**src/wkt_cfg.svh**
```systemverilog
/*
 * Constants of the periodic wakeup timer: register offsets, field positions,
 * reset values, period lengths and timing figures.
 * Assumes it is included by the package and by the design files by bare name.
 */
`ifndef WKT_CFG_SVH
`define WKT_CFG_SVH

// Register offsets on the plain register port.
`define WKT_ADDR_W        2
`define WKT_ADDR_CTRL     2'h0
`define WKT_ADDR_IRQ_ST   2'h1
`define WKT_ADDR_IRQ_MASK 2'h2

// Field positions of the status and control register.
`define WKT_BIT_FLAG      7
`define WKT_BIT_ACK       6
`define WKT_BIT_CLKSEL    5
`define WKT_BIT_IRQEN     4
`define WKT_PSEL_HI       2
`define WKT_PSEL_LO       0
`define WKT_BIT_EVT       0

// Reset values.
`define WKT_CTRL_RST      8'h00
`define WKT_MASK_RST      1'h1
`define WKT_PSEL_OFF      3'h0

// Timing figures: system clock period and internal oscillator period in ns.
`define WKT_MCLK_NS       50
`define WKT_OSC_NS        1000000
`define WKT_DIV_W         16
`define WKT_CNT_W         16

// Period lengths in counted timer clock periods, internal 1 kHz source.
`define WKT_OSC_P1        16'h0008
`define WKT_OSC_P2        16'h0020
`define WKT_OSC_P3        16'h0040
`define WKT_OSC_P4        16'h0080
`define WKT_OSC_P5        16'h0100
`define WKT_OSC_P6        16'h0200
`define WKT_OSC_P7        16'h0400

// Period lengths in counted timer clock periods, external clock source.
`define WKT_EXT_P1        16'h0100
`define WKT_EXT_P2        16'h0400
`define WKT_EXT_P3        16'h0800
`define WKT_EXT_P4        16'h1000
`define WKT_EXT_P5        16'h2000
`define WKT_EXT_P6        16'h4000
`define WKT_EXT_P7        16'h8000

`endif

```
**src/wkt_pkg.sv**
```systemverilog
/*
 * Types and the period lookup of the periodic wakeup timer.
 * Assumes the constants header is on the include path.
 */
`include "wkt_cfg.svh"

package wkt_pkg;

  typedef enum logic {
    wkt_src_osc,
    wkt_src_ext
  } wkt_src_t;

  typedef logic [2:0] wkt_psel_t;
  typedef logic [`WKT_CNT_W-1:0] wkt_cnt_t;

  // Returns the period length for a code and a source; zero means stopped.
  function automatic wkt_cnt_t wkt_period_len(input wkt_psel_t code, input wkt_src_t src);
    wkt_cnt_t len;
    len = '0;
    case (code)
      3'h1: len = (src == wkt_src_ext) ? `WKT_EXT_P1 : `WKT_OSC_P1;
      3'h2: len = (src == wkt_src_ext) ? `WKT_EXT_P2 : `WKT_OSC_P2;
      3'h3: len = (src == wkt_src_ext) ? `WKT_EXT_P3 : `WKT_OSC_P3;
      3'h4: len = (src == wkt_src_ext) ? `WKT_EXT_P4 : `WKT_OSC_P4;
      3'h5: len = (src == wkt_src_ext) ? `WKT_EXT_P5 : `WKT_OSC_P5;
      3'h6: len = (src == wkt_src_ext) ? `WKT_EXT_P6 : `WKT_OSC_P6;
      3'h7: len = (src == wkt_src_ext) ? `WKT_EXT_P7 : `WKT_OSC_P7;
      default: len = '0;
    endcase
    return len;
  endfunction

endpackage

```
**src/wkt_tick_gen.sv**
```systemverilog
/*
 * Timer clock source: a divider standing in for the internal 1 kHz oscillator
 * and a rising edge detector on the external clock, one of them selected.
 * Assumes the external clock input is synchronous to mclk_i and slower than half of it.
 */
`timescale 1ns/1ns
`include "wkt_cfg.svh"

module wkt_tick_gen
  import wkt_pkg::*;
#(
  parameter int unsigned OSC_DIV = `WKT_OSC_NS / `WKT_MCLK_NS
) (
  input  logic     mclk_i,
  input  logic     reset_i,
  input  wkt_src_t clk_sel_i,
  input  logic     ext_clk_i,
  output logic     tick_o
);

  logic [`WKT_DIV_W-1:0] div;
  logic [`WKT_DIV_W-1:0] next_div;
  logic                  ext_prev;
  wire                   div_last;
  wire                   osc_tick;
  wire                   ext_rise;

  ////////////////////////////////////////////////////////////////////////////
  // Divider and edge detection.

  assign div_last = (div == `WKT_DIV_W'(OSC_DIV - 1));
  assign next_div = div_last ? '0 : div + `WKT_DIV_W'(1);
  assign osc_tick = div_last;
  assign ext_rise = ext_clk_i & ~ext_prev;
  assign tick_o   = (clk_sel_i == wkt_src_ext) ? ext_rise : osc_tick;

  always_ff @(posedge mclk_i) begin
    if (reset_i) begin
      div      <= '0;
      ext_prev <= 1'b0;
    end else begin
      div      <= next_div;
      ext_prev <= ext_clk_i;
    end
  end
endmodule

```
**src/wkt_period_cnt.sv**
```systemverilog
/*
 * Wakeup period counter: counts timer ticks up to the selected period length,
 * pulses at the end of each period and restarts; code zero holds it cleared.
 * Assumes tick_i is a one-cycle pulse on mclk_i.
 */
`timescale 1ns/1ns
`include "wkt_cfg.svh"

module wkt_period_cnt
  import wkt_pkg::*;
(
  input  logic      mclk_i,
  input  logic      reset_i,
  input  logic      tick_i,
  input  wkt_psel_t period_sel_i,
  input  wkt_src_t  clk_sel_i,
  output logic      timeout_o,
  output wkt_cnt_t  count_o
);

  wkt_cnt_t            count;
  wkt_cnt_t            next_count;
  wkt_cnt_t            period;
  wire [`WKT_CNT_W:0]  count_inc;
  wire                 running;
  wire                 at_end;

  ////////////////////////////////////////////////////////////////////////////
  // Period decode and count.

  assign period    = wkt_period_len(period_sel_i, clk_sel_i);
  assign running   = (period_sel_i != `WKT_PSEL_OFF);
  assign count_inc = {1'b0, count} + (`WKT_CNT_W+1)'(1);
  assign at_end    = tick_i && (count_inc >= {1'b0, period});
  assign timeout_o = running && at_end;
  assign next_count = !running ? '0 :
                      at_end  ? '0 :
                      tick_i  ? count_inc[`WKT_CNT_W-1:0] : count;
  assign count_o   = count;

  always_ff @(posedge mclk_i) begin
    if (reset_i) begin
      count <= '0;
    end else begin
      count <= next_count;
    end
  end
endmodule

```
**src/wkt_timer.sv**
```systemverilog
/*
 * Periodic wakeup timer top: register port, timeout flag, interrupt status
 * and mask, and the interrupt output; instantiates tick source and counter.
 * Assumes a plain register port master: one-cycle strobes, read data the next cycle.
 */
`timescale 1ns/1ns
`include "wkt_cfg.svh"

module wkt_timer
  import wkt_pkg::*;
#(
  parameter int unsigned OSC_DIV = `WKT_OSC_NS / `WKT_MCLK_NS
) (
  input  logic                   mclk_i,
  input  logic                   reset_i,
  input  logic [`WKT_ADDR_W-1:0] addr_i,
  input  logic [7:0]             wr_data_i,
  input  logic                   wr_strobe_i,
  input  logic                   rd_strobe_i,
  input  logic                   ext_clk_i,
  output logic [7:0]             rd_data_o,
  output logic                   irq_o,
  output logic                   timeout_flag_o
);

  logic       flag;
  logic       irq_en;
  logic       irq_mask;
  wkt_src_t   clk_sel;
  wkt_psel_t  period_sel;
  logic       tick;
  logic       timeout;
  wkt_cnt_t   count;
  logic       next_flag;
  logic       next_irq_en;
  logic       next_irq_mask;
  wkt_src_t   next_clk_sel;
  wkt_psel_t  next_period_sel;
  wire        sel_ctrl;
  wire        sel_irq_st;
  wire        sel_irq_mask;
  wire        wr_ctrl;
  wire        wr_mask;
  wire        flag_ack;
  wire        flag_w1c;
  wire  [7:0] ctrl_view;
  wire  [7:0] rd_mux;

  ////////////////////////////////////////////////////////////////////////////
  // Tick source and period counter.

  wkt_tick_gen #(
    .OSC_DIV (OSC_DIV)
  ) u_tick (
    .mclk_i    (mclk_i),
    .reset_i   (reset_i),
    .clk_sel_i (clk_sel),
    .ext_clk_i (ext_clk_i),
    .tick_o    (tick)
  );

  wkt_period_cnt u_cnt (
    .mclk_i       (mclk_i),
    .reset_i      (reset_i),
    .tick_i       (tick),
    .period_sel_i (period_sel),
    .clk_sel_i    (clk_sel),
    .timeout_o    (timeout),
    .count_o      (count)
  );

  ////////////////////////////////////////////////////////////////////////////
  // Address decode and write effects.

  assign sel_ctrl     = (addr_i == `WKT_ADDR_CTRL);
  assign sel_irq_st   = (addr_i == `WKT_ADDR_IRQ_ST);
  assign sel_irq_mask = (addr_i == `WKT_ADDR_IRQ_MASK);
  assign wr_ctrl      = wr_strobe_i & sel_ctrl;
  assign wr_mask      = wr_strobe_i & sel_irq_mask;
  assign flag_ack     = wr_ctrl & wr_data_i[`WKT_BIT_ACK];
  assign flag_w1c     = wr_strobe_i & sel_irq_st & wr_data_i[`WKT_BIT_EVT];

  // A timeout in the same cycle as an acknowledge keeps the flag set.
  assign next_flag       = timeout | (flag & ~(flag_ack | flag_w1c));
  assign next_clk_sel    = wr_ctrl ? wkt_src_t'(wr_data_i[`WKT_BIT_CLKSEL]) : clk_sel;
  assign next_irq_en     = wr_ctrl ? wr_data_i[`WKT_BIT_IRQEN] : irq_en;
  assign next_period_sel = wr_ctrl ? wr_data_i[`WKT_PSEL_HI:`WKT_PSEL_LO] : period_sel;
  assign next_irq_mask   = wr_mask ? wr_data_i[`WKT_BIT_EVT] : irq_mask;

  ////////////////////////////////////////////////////////////////////////////
  // Read view.

  assign ctrl_view = {flag, 1'b0, clk_sel, irq_en, 1'b0, period_sel};
  assign rd_mux    = sel_ctrl     ? ctrl_view :
                     sel_irq_st   ? {7'h00, flag} :
                     sel_irq_mask ? {7'h00, irq_mask} : 8'h00;

  ////////////////////////////////////////////////////////////////////////////
  // Registers.

  always_ff @(posedge mclk_i) begin
    if (reset_i) begin
      flag           <= 1'b0;
      clk_sel        <= wkt_src_osc;
      irq_en         <= 1'b0;
      period_sel     <= `WKT_PSEL_OFF;
      irq_mask       <= `WKT_MASK_RST;
      rd_data_o      <= `WKT_CTRL_RST;
      irq_o          <= 1'b0;
      timeout_flag_o <= 1'b0;
    end else begin
      flag           <= next_flag;
      clk_sel        <= next_clk_sel;
      irq_en         <= next_irq_en;
      period_sel     <= next_period_sel;
      irq_mask       <= next_irq_mask;
      rd_data_o      <= rd_strobe_i ? rd_mux : 8'h00;
      irq_o          <= next_flag & next_irq_en & next_irq_mask;
      timeout_flag_o <= next_flag;
    end
  end
endmodule

```
**config.mk**
```make
export PLATFORM = sky130hd
export DESIGN_NAME = wkt_timer
export DESIGN_NICKNAME = d
export VERILOG_FILES = /design/src/wkt_pkg.sv /design/src/wkt_tick_gen.sv /design/src/wkt_period_cnt.sv /design/src/wkt_timer.sv
export VERILOG_INCLUDE_DIRS = /design/src /design/src/src
export SDC_FILE = /design/constraint.sdc
export NUM_CORES = 1
export LEC_CHECK = 0
export ABC_CLOCK_PERIOD_IN_PS = 3000
export BUFFER_PORTS_ARGS = -buffer_cell sky130_fd_sc_hd__buf_4
export CAP_MARGIN = 10
export CORE_MARGIN = 2
export CORE_UTILIZATION = 35
export DETAILED_ROUTE_END_ITERATION = 10
export PLACE_DENSITY = 0.57
export SLEW_MARGIN = 20
export SYNTH_ARGS = -nofsm -noshare
export SYNTH_HDL_FRONTEND = slang
export SYNTH_SLANG_ARGS = --single-unit
```
**constraint.sdc**
```tcl
create_clock -name mclk_i -period 3 [get_ports mclk_i]
set_clock_uncertainty 0.2 [all_clocks]
set_input_delay 0.6 -clock mclk_i [delete_from_list [all_inputs] [get_ports mclk_i]]
set_output_delay 0.6 -clock mclk_i [all_outputs]
set_load 0.02 [all_outputs]
```
==> reports/metrics.cfg, run 1 <==
[outcome]
status = complete, no violations

[floorplan]
dieArea_mm2 = 0.00843
die_w_um = 91.8
design.core.area_mm2 = 0.00761
start_util = 0.355
row_count = 32
io_pins = 25
die_y_um = 91.8

[synth]
yosys-top-cells-area = dfxtp_1 35%, nand3_1 7.8%, ha_1 6.5%
yosysSeqAreaShare = 0.348
synthFlopType = dfxtp_1
synth.distinct_cells = 45
synth.top_cell.area_share = 0.348
avgSynthCellArea_um2 = 8.13
netlist_area_mm2 = 0.00270
ys_async_sr_fraction = 0
ys_ff_latch = 47
synth_edf_count = 0
yosysTopAreaCell = dfxtp_1
synthCells = 332
yosysWarnings = 0

[layout]
most-common-layout-cells = 60 x buf_4, 40 x nand3_1, 39 x dfxtp_1
final_common_cell = buf_4
seqCellArea_um2 = 951
fin_util = 0.451
fill_cells = 755
finalNetCount = 409
antennaDiodeCount = 0
final_area_mm2 = 0.00343
finalNonFillerCells = 483
multiInputGateArea_mm2 = 0.00174
layout-drive-gt1-share = 0.270
area_growth_pct = 27.0

[grt]
grt_max_degree = 18
track_usage = 0.143
grt_pass1_vias = 2215
grt_pass1_wl_um = 9910
antenna_found_initial = 0
gr-total-overflow = 0

[pwr]
power_frac_seq = 0.529
p_sw_mw = 0.283
power_density_mw_per_mm2 = 352
cell_internal_pwr_mw = 0.923
p_clk_frac = 0.394
sw_frac_of_total = 0.235
vdd_drop_max_mv = 0.209
p_comb_frac = 0.077
leakage_nw = 1.30
p_total_mw = 1.21

[timing]
tightest_slew_ns = 0.657
maxSlewHeadroom = 0.556
rsz0062_at_grt = true
max_freq_ghz = 0.344
finalCritPeriodShare = 0.970
slew_violations = 0
finalWorstSetupSlack_ns = 0.0897
holdWs_ns = 0.262
fin_crit_ns = 2.91
finalSetupTns_ns = 0
setup_violations = 0
hold_viol_final = 0

[worst_setup_path]
cp_max_fo = 17
worstPathBufferInverterCount = 1
r2r-end = irq_o
worstPathArrival_ns = 2.93
crit_chain = ha_4, nand3_4, nor3_4, nand3_2, xnor2_1, ha_1, nand3_2, o21ai_1, o21ai_1, and4_4, buf_12, o31a_1, nor4_2
end_kind = flop
start_kind = flop
critPathSlowestCell = dfxtp_2
critical_path.top_delay_family = simple AND/OR/NAND/NOR gates
rr_startpoint = u_cnt.count_o[1]
cp_data_required_time_ns = 3.02
path_class = reg -> reg
max_stage_delay_ns = 0.37
rr_worst_depth = 13
r2r_setup_slack_ns = 0.09

[routing]
dr_total_vias = 2410
routedWlPerCell_um = 12.8
drtPass1Iterations = 4
drc = 0
drt-total-wl_um = 6200
drt_iter0_markers = 61
detail-route-antenna-nets = 0
drt-vias-per-instance = 4.99

[clocking]
cts_buffers = 5
path_clk_slew_ns = 0.09
clk_latency_ns = 0.30
htree_levels = 2
clock_sinks = 47
cts_root_buf = clkbuf_8
clockBufferDepth = 2
cts_tree = yes
hold_buffers = 0

[placed_design]
place.gp.congestion = 0.852
numPlacedInstances = 461
portBuffers = 20
dpl_worst_slack_ns = -0.0600
dpl.hpwl_um = 4380
placed_area_mm2 = 0.00310

[hold_path]
min_from = irq_en
hold_end = rd_data_o[4]
worstHoldPathCells = 1
hold_path_class = reg -> reg

[job]
drv_cap = 0

## Yosys cell counts, types with 8 or more instances
cell type   n
a31oi_1    12
nand3_1    42
mux2i_1     8
nand2_1    32
xnor2_1    14
nor2_1     40
a21oi_1    10
dfxtp_1    47
ha_1       14
xor2_1     13
clkbuf_1   11
nand4_1    10
## power by group through the flow
stage	clock, mW	sequential (mW)	combinational (mW)
2_1_floorplan	0	0.650	0.0617
3_3_place_gp	0	0.652	0.0898
3_5_place_dp	0	0.653	0.0906
4_1_cts	0.499	0.638	0.0922
5_1_grt	0.515	0.640	0.103
6_report	0.475	0.638	0.0930
## area by class of cell
class	instances	area share
Clock buffer	5	0.0201
Clock inverter	3	0.0135
Multi-Input combinational cell	260	0.507
Inverter	4	0.00438
Sequential cell	47	0.277
Tap cell	102	0.0372
Timing Repair Buffer	62	0.140
## logic make-up (layout without fill, tap and decap cells)
logic type,after synthesis,after routing,share of synthesized area
and+or+nand+nor,170,170,0.324
DFF,47,47,0.348
AOI/OAI and AO/OA,38,38,0.0922
xor gates and xnor gates,27,27,0.0876
buffers and inverters,26,74,0.0477
adders and majority gates,14,14,0.0649
muxes,9,9,0.0338
other,1,2,0.00139
## state kept, by name (all words and copies together) (netlist names)
| name | flops |
|---|---|
| irq_o | 1 |
| period_sel | 3 |
| u_cnt.count_o | 16 |
| irq_mask | 1 |
| u_tick.ext_prev | 1 |
| irq_en | 1 |
| flag | 1 |
| rd_data_o | 6 |
| clk_sel | 1 |
| u_tick.div | 16 |
## layer usage
layer	wire length, µm	vias up	track usage
met3	105	5	0.0279
met2	3110	16	0.254
met4	69	0	0.0485
li1	-	1252	-
met5	0	-	0
met1	2910	1137	0.172
## worst max-delay path by stage
stage | startpoint | end | slack [ns] | cells after the start
2_1_floorplan | u_cnt.count_o[0] | u_cnt.count_o[0] | 0.04 | 14
6_report | u_cnt.count_o[1] | irq_o | 0.09 | 13
5_1_grt | u_cnt.count_o[9] | irq_o | -0.04 | 12
4_1_cts | u_cnt.count_o[1] | u_cnt.count_o[11] | 0.02 | 13
3_3_place_gp | u_cnt.count_o[1] | u_cnt.count_o[12] | -0.02 | 13
3_5_place_dp | u_cnt.count_o[1] | u_cnt.count_o[9] | -0.06 | 13
## what timing repair did
| item | in CTS | in global routing |
|---|---|---|
| setup buffers | 8 | 6 |
| setup endpoints to repair | 16 | 18 |
| pin swaps | 3 | 17 |
| resized for setup | 8 | 23 |
Power figures use the tool's default switching activity.
==> run 2, diff against run 1 <==
Settings changed: ABC_CLOCK_PERIOD_IN_PS 3000 to 3700, PLACE_DENSITY 0.57 to 0.55.
Clock period 3 ns to 3.7 ns, I/O delays scaled along.
==> run 2 against run 1 <==
Effect of this change: non-clock buffer count decreased by 36; final area decreased by 12%; count of clock-buffer cells in the layout unchanged; global-route usage increased by 0.052 points; via count decreased by 5.6%; die area unchanged; power decreased by 24%; register-to-register slack improved by 0.15 ns; critical endpoint is now u_cnt.count_o[2]; clock power decreased by 30%; first-iteration DRC count increased by 70%; hold slack improved by 0.0080 ns; sequential power decreased by 19%.
==> reports/metrics.cfg, run 2 (synthesized netlist as in run 1, its figures left out) <==
[floorplan]
die_w_um = 91.8
start_util = 0.355
design.core.area_mm2 = 0.00761
row_count = 32
dieArea_mm2 = 0.00843
io_pins = 25
die_y_um = 91.8

[clocking]
clk_latency_ns = 0.31
htree_levels = 2
postCtsSetupBuffers = 0
cts_tree = yes
path_clk_slew_ns = 0.10
cts_resized = 0
clockBufferDepth = 2
hold_buffers = 0
cts_root_buf = clkbuf_8
cts_buffers = 5
clock_sinks = 47

[layout]
antennaDiodeCount = 0
layout-drive-gt1-share = 0.128
finalNetCount = 373
area_growth_pct = 11.4
final_area_mm2 = 0.00301
most-common-layout-cells = 47 x dfxtp_1, 42 x nand3_1, 40 x nor2_1
final_common_cell = dfxtp_1

[worst_setup_path]
cp-endpoint = u_cnt.count_o[2]
worstPathArrival_ns = 3.49
rr_worst_depth = 13
start_kind = flop
path_class = reg -> reg
startpoint = u_cnt.count_o[0]
r2r_setup_slack_ns = 0.24
cp_data_required_time_ns = 3.72
end_kind = flop
cp_max_fo = 17
rr_startpoint = u_cnt.count_o[0]
r2r-end = u_cnt.count_o[2]

[timing]
maxSlewHeadroom = 0.379
hold_viol_final = 0
setup_violations = 0
tightest_slew_ns = 0.931
rsz0062_at_grt = false
max_freq_ghz = 0.289
finalSetupTns_ns = 0
finalWorstSetupSlack_ns = 0.238
slew_violations = 0
finalCritPeriodShare = 0.936
fin_crit_ns = 3.46

[routing]
drt-vias-per-instance = 5.09
drt-total-wl_um = 5720
drt_iter0_markers = 104
detail-route-antenna-nets = 0
drtPass1Iterations = 4
routedWlPerCell_um = 12.8
drc = 0
dr_total_vias = 2275

[grt]
grt_pass1_vias = 2188
grt_max_degree = 21
gr-total-overflow = 0
antenna_found_initial = 0
track_usage = 0.144
grt_pass1_wl_um = 9900

[job]
drv_cap = 0

[placed_design]
dpl.hpwl_um = 4210
portBuffers = 20
place.gp.congestion = 0.832
placed_area_mm2 = 0.00291
dpl_worst_slack_ns = 0.319

[pwr]
vdd_drop_max_mv = 0.171
leakage_nw = 1.05
power_density_mw_per_mm2 = 306
p_total_mw = 0.920

[outcome]
status = complete, no violations

[hold_path]
hold_path_class = reg -> reg

-- run 2: critical path, cell delays in order, from the launching register on --
cell,delay (ns)
dfxtp_1,0.41
ha_1,0.24
nand3_2,0.11
nor3_1,0.45
nand3_1,0.24
xnor2_1,0.18
ha_1,0.33
a21oi_1,0.15
o21ai_0,0.09
o21ai_0,0.21
and4_1,0.23
buf_4,0.23
nand4b_1,0.12
a31oi_1,0.19
-- run 2: layer usage --
metal | vias to the layer above | share of wire | track usage | routed length [µm]
met5 | - | 0 | 0 | 0
li1 | 1187 | - | - | -
met3 | 11 | 0.023 | 0.0247 | 130
met1 | 1054 | 0.47 | 0.183 | 2710
met2 | 23 | 0.48 | 0.238 | 2730
met4 | 0 | 0.024 | 0.0622 | 138
-- run 2: area by class of cell --
| class | count | area (µm²) |
|---|---|---|
| well taps | 102 | 128 |
| clock inverters | 3 | 26.3 |
| inverters | 4 | 15.0 |
| flip-flops and latches | 47 | 941 |
| repair buffers | 26 | 195 |
| clock buffers | 5 | 68.8 |
| fillers | 792 | 4600 |
| multi-input cells | 260 | 1630 |
-- run 2: worst min-delay path by stage --
| stage | depth (start not counted) | end | start |
|---|---|---|---|
| 2_1_floorplan | 1 | rd_data_o[4] | irq_en |
| 3_3_place_gp | 1 | rd_data_o[4] | irq_en |
| 3_5_place_dp | 1 | u_tick.div[0] | u_tick.div[0] |
| 4_1_cts | 1 | u_tick.div[0] | u_tick.div[0] |
| 5_1_grt | 1 | rd_data_o[4] | irq_en |
| 6_report | 1 | u_tick.div[0] | u_tick.div[0] |
-- run 2: report_power, final --
| group | switching [mW] | internal [mW] | total (mW) |
|---|---|---|---|
| sequential | 0.00745 | 0.512 | 0.519 |
| combinational | 0.0397 | 0.0272 | 0.0669 |
| clock | 0.193 | 0.141 | 0.334 |
| total | 0.240 | 0.679 | 0.920 |
-- run 2: through the flow --
| stage | util | hold WS [ns] | instances |
|---|---|---|---|
| after floorplan | - | 0.229 | 333 |
| after global placement | 0.383 | 0.234 | 439 |
| after detailed placement | 0.383 | 0.252 | 439 |
| after CTS | 0.395 | 0.280 | 447 |
| after global routing | 0.395 | 0.301 | 447 |
| final | 0.395 | 0.270 | 447 |
==> run 3, diff against run 2 <==
Settings changed: MAX_ROUTING_LAYER set to met4.
==> run 3 against run 2 <==
Effect of this change: setup slack improved by 0.0089 ns; register-to-register slack about the same; global-route usage increased by 0.42 points; final area unchanged; maximum frequency increased by 0.26%; non-clock buffer count unchanged; first-iteration DRC count increased by 0.96%; final cell count unchanged; critical path depth unchanged; core utilization unchanged; via count decreased by 0.31%; clock power about the same.
==> reports/metrics.cfg, run 3 (synthesized netlist as in run 1, its figures left out) <==
[clocking]
clock_sinks = 47
hold_buffers = 0
cts_buffers = 5
cts_resized = 0
clockBufferDepth = 2
clk_latency_ns = 0.31
htree_levels = 2
postCtsSetupBuffers = 0
cts_root_buf = clkbuf_8
cts_tree = yes
path_clk_slew_ns = 0.10

[routing]
drt-vias-per-instance = 5.07
detail-route-antenna-nets = 0
dr_total_vias = 2268
drt_iter0_markers = 105
drtPass1Iterations = 4
routedWlPerCell_um = 12.8
drc = 0
drt-total-wl_um = 5720

[floorplan]
design.core.area_mm2 = 0.00761
die_y_um = 91.8
die_w_um = 91.8
row_count = 32
dieArea_mm2 = 0.00843
start_util = 0.355
io_pins = 25

[worst_setup_path]
worstPathArrival_ns = 3.48
rr_startpoint = u_cnt.count_o[0]
max_stage_delay_ns = 0.45
start_kind = flop
crit_chain = ha_1, nand3_2, nor3_1, nand3_1, xnor2_1, ha_1, a21oi_1, o21ai_0, o21ai_0, and4_1, buf_4, nand4b_1, a31oi_1
startpoint = u_cnt.count_o[0]
cp_max_fo = 17
end_kind = flop
path_class = reg -> reg
critPathSlowestCell = nor3_1
cp_data_required_time_ns = 3.72

[grt]
gr-total-overflow = 0
grt_pass1_vias = 2189
track_usage = 0.148
grt_max_degree = 21
grt_pass1_wl_um = 9900
antenna_found_initial = 0

[pwr]
p_comb_frac = 0.073
p_total_mw = 0.920
sw_frac_of_total = 0.262
p_sw_mw = 0.241
power_density_mw_per_mm2 = 306
cell_internal_pwr_mw = 0.679
p_clk_frac = 0.363
leakage_nw = 1.05
vdd_drop_max_mv = 0.171
power_frac_seq = 0.564

[layout]
layout-drive-gt1-share = 0.128
area_growth_pct = 11.4
final_common_cell = dfxtp_1
finalNetCount = 373
most-common-layout-cells = 47 x dfxtp_1, 42 x nand3_1, 40 x nor2_1
finalNonFillerCells = 447
antennaDiodeCount = 0

[timing]
hold_viol_final = 0
setup_violations = 0
fin_crit_ns = 3.45
finalCritPeriodShare = 0.933
finalWorstSetupSlack_ns = 0.247
slew_violations = 0
maxSlewHeadroom = 0.380
finalSetupTns_ns = 0
tightest_slew_ns = 0.930
max_freq_ghz = 0.290
rsz0062_at_grt = false

[hold_path]
min_from = irq_en
hold_path_class = reg -> reg

[placed_design]
dpl.hpwl_um = 4210
portBuffers = 20
place.gp.congestion = 0.845
numPlacedInstances = 439
dpl_worst_slack_ns = 0.319

[job]
drv_cap = 0

[outcome]
status = complete, no violations

## run 3: cell counts in the layout (fill, tap and decap cells not counted)
No cell type changed its count.
## run 3: worst paths after layout
path	slack [ns]	depth (start not counted)	endpoint
setup / recovery	0.25	13	u_cnt.count_o[2]
hold reg to reg	0.27	1	rd_data_o[4]
setup reg to reg	0.25	13	u_cnt.count_o[2]
hold / removal	0.27	1	rd_data_o[4]
## run 3: worst max-delay path, delay by kind of cell, from the launching register on
family          cells  cell delay, ns
flops               1            0.41
buf+inv             1            0.23
simple gates        5            1.15
compound gates      4            0.64
xor+xnor            1            0.18
fa+ha+maj           2            0.57
## run 3: layer usage
layer	routed length (µm)	part of all wire	track usage
met1	2740	0.48	0.184
met2	2710	0.47	0.238
met3	128	0.022	0.0247
met4	140	0.024	0.0622
met5	0	0	-
## run 3: layout make-up
class / instances / area, µm²
Multi-Input combinational cell: 260 / 1630
Timing Repair Buffer: 26 / 195
Tap cell: 102 / 128
Clock buffer: 5 / 68.8
Inverter: 4 / 15.0
Sequential cell: 47 / 941
Clock inverter: 3 / 26.3
Fill cell: 792 / 4600
## run 3: power by group through the flow
| stage | registers, mW | logic, mW | clock network, mW |
|---|---|---|---|
| 2_1_floorplan | 0.527 | 0.0500 | 0 |
| 3_3_place_gp | 0.531 | 0.0666 | 0 |
| 3_5_place_dp | 0.531 | 0.0673 | 0 |
| 4_1_cts | 0.519 | 0.0675 | 0.348 |
| 5_1_grt | 0.521 | 0.0742 | 0.370 |
| 6_report | 0.519 | 0.0668 | 0.334 |
## run 3: per-stage QoR
step,util,instance area (µm²),hold WS (ns)
floorplan,-,2700,0.229
global placement,0.383,2910,0.234
detailed placement,0.383,2910,0.252
CTS,0.395,3010,0.280
global route,0.395,3010,0.301
finish,0.395,3010,0.273
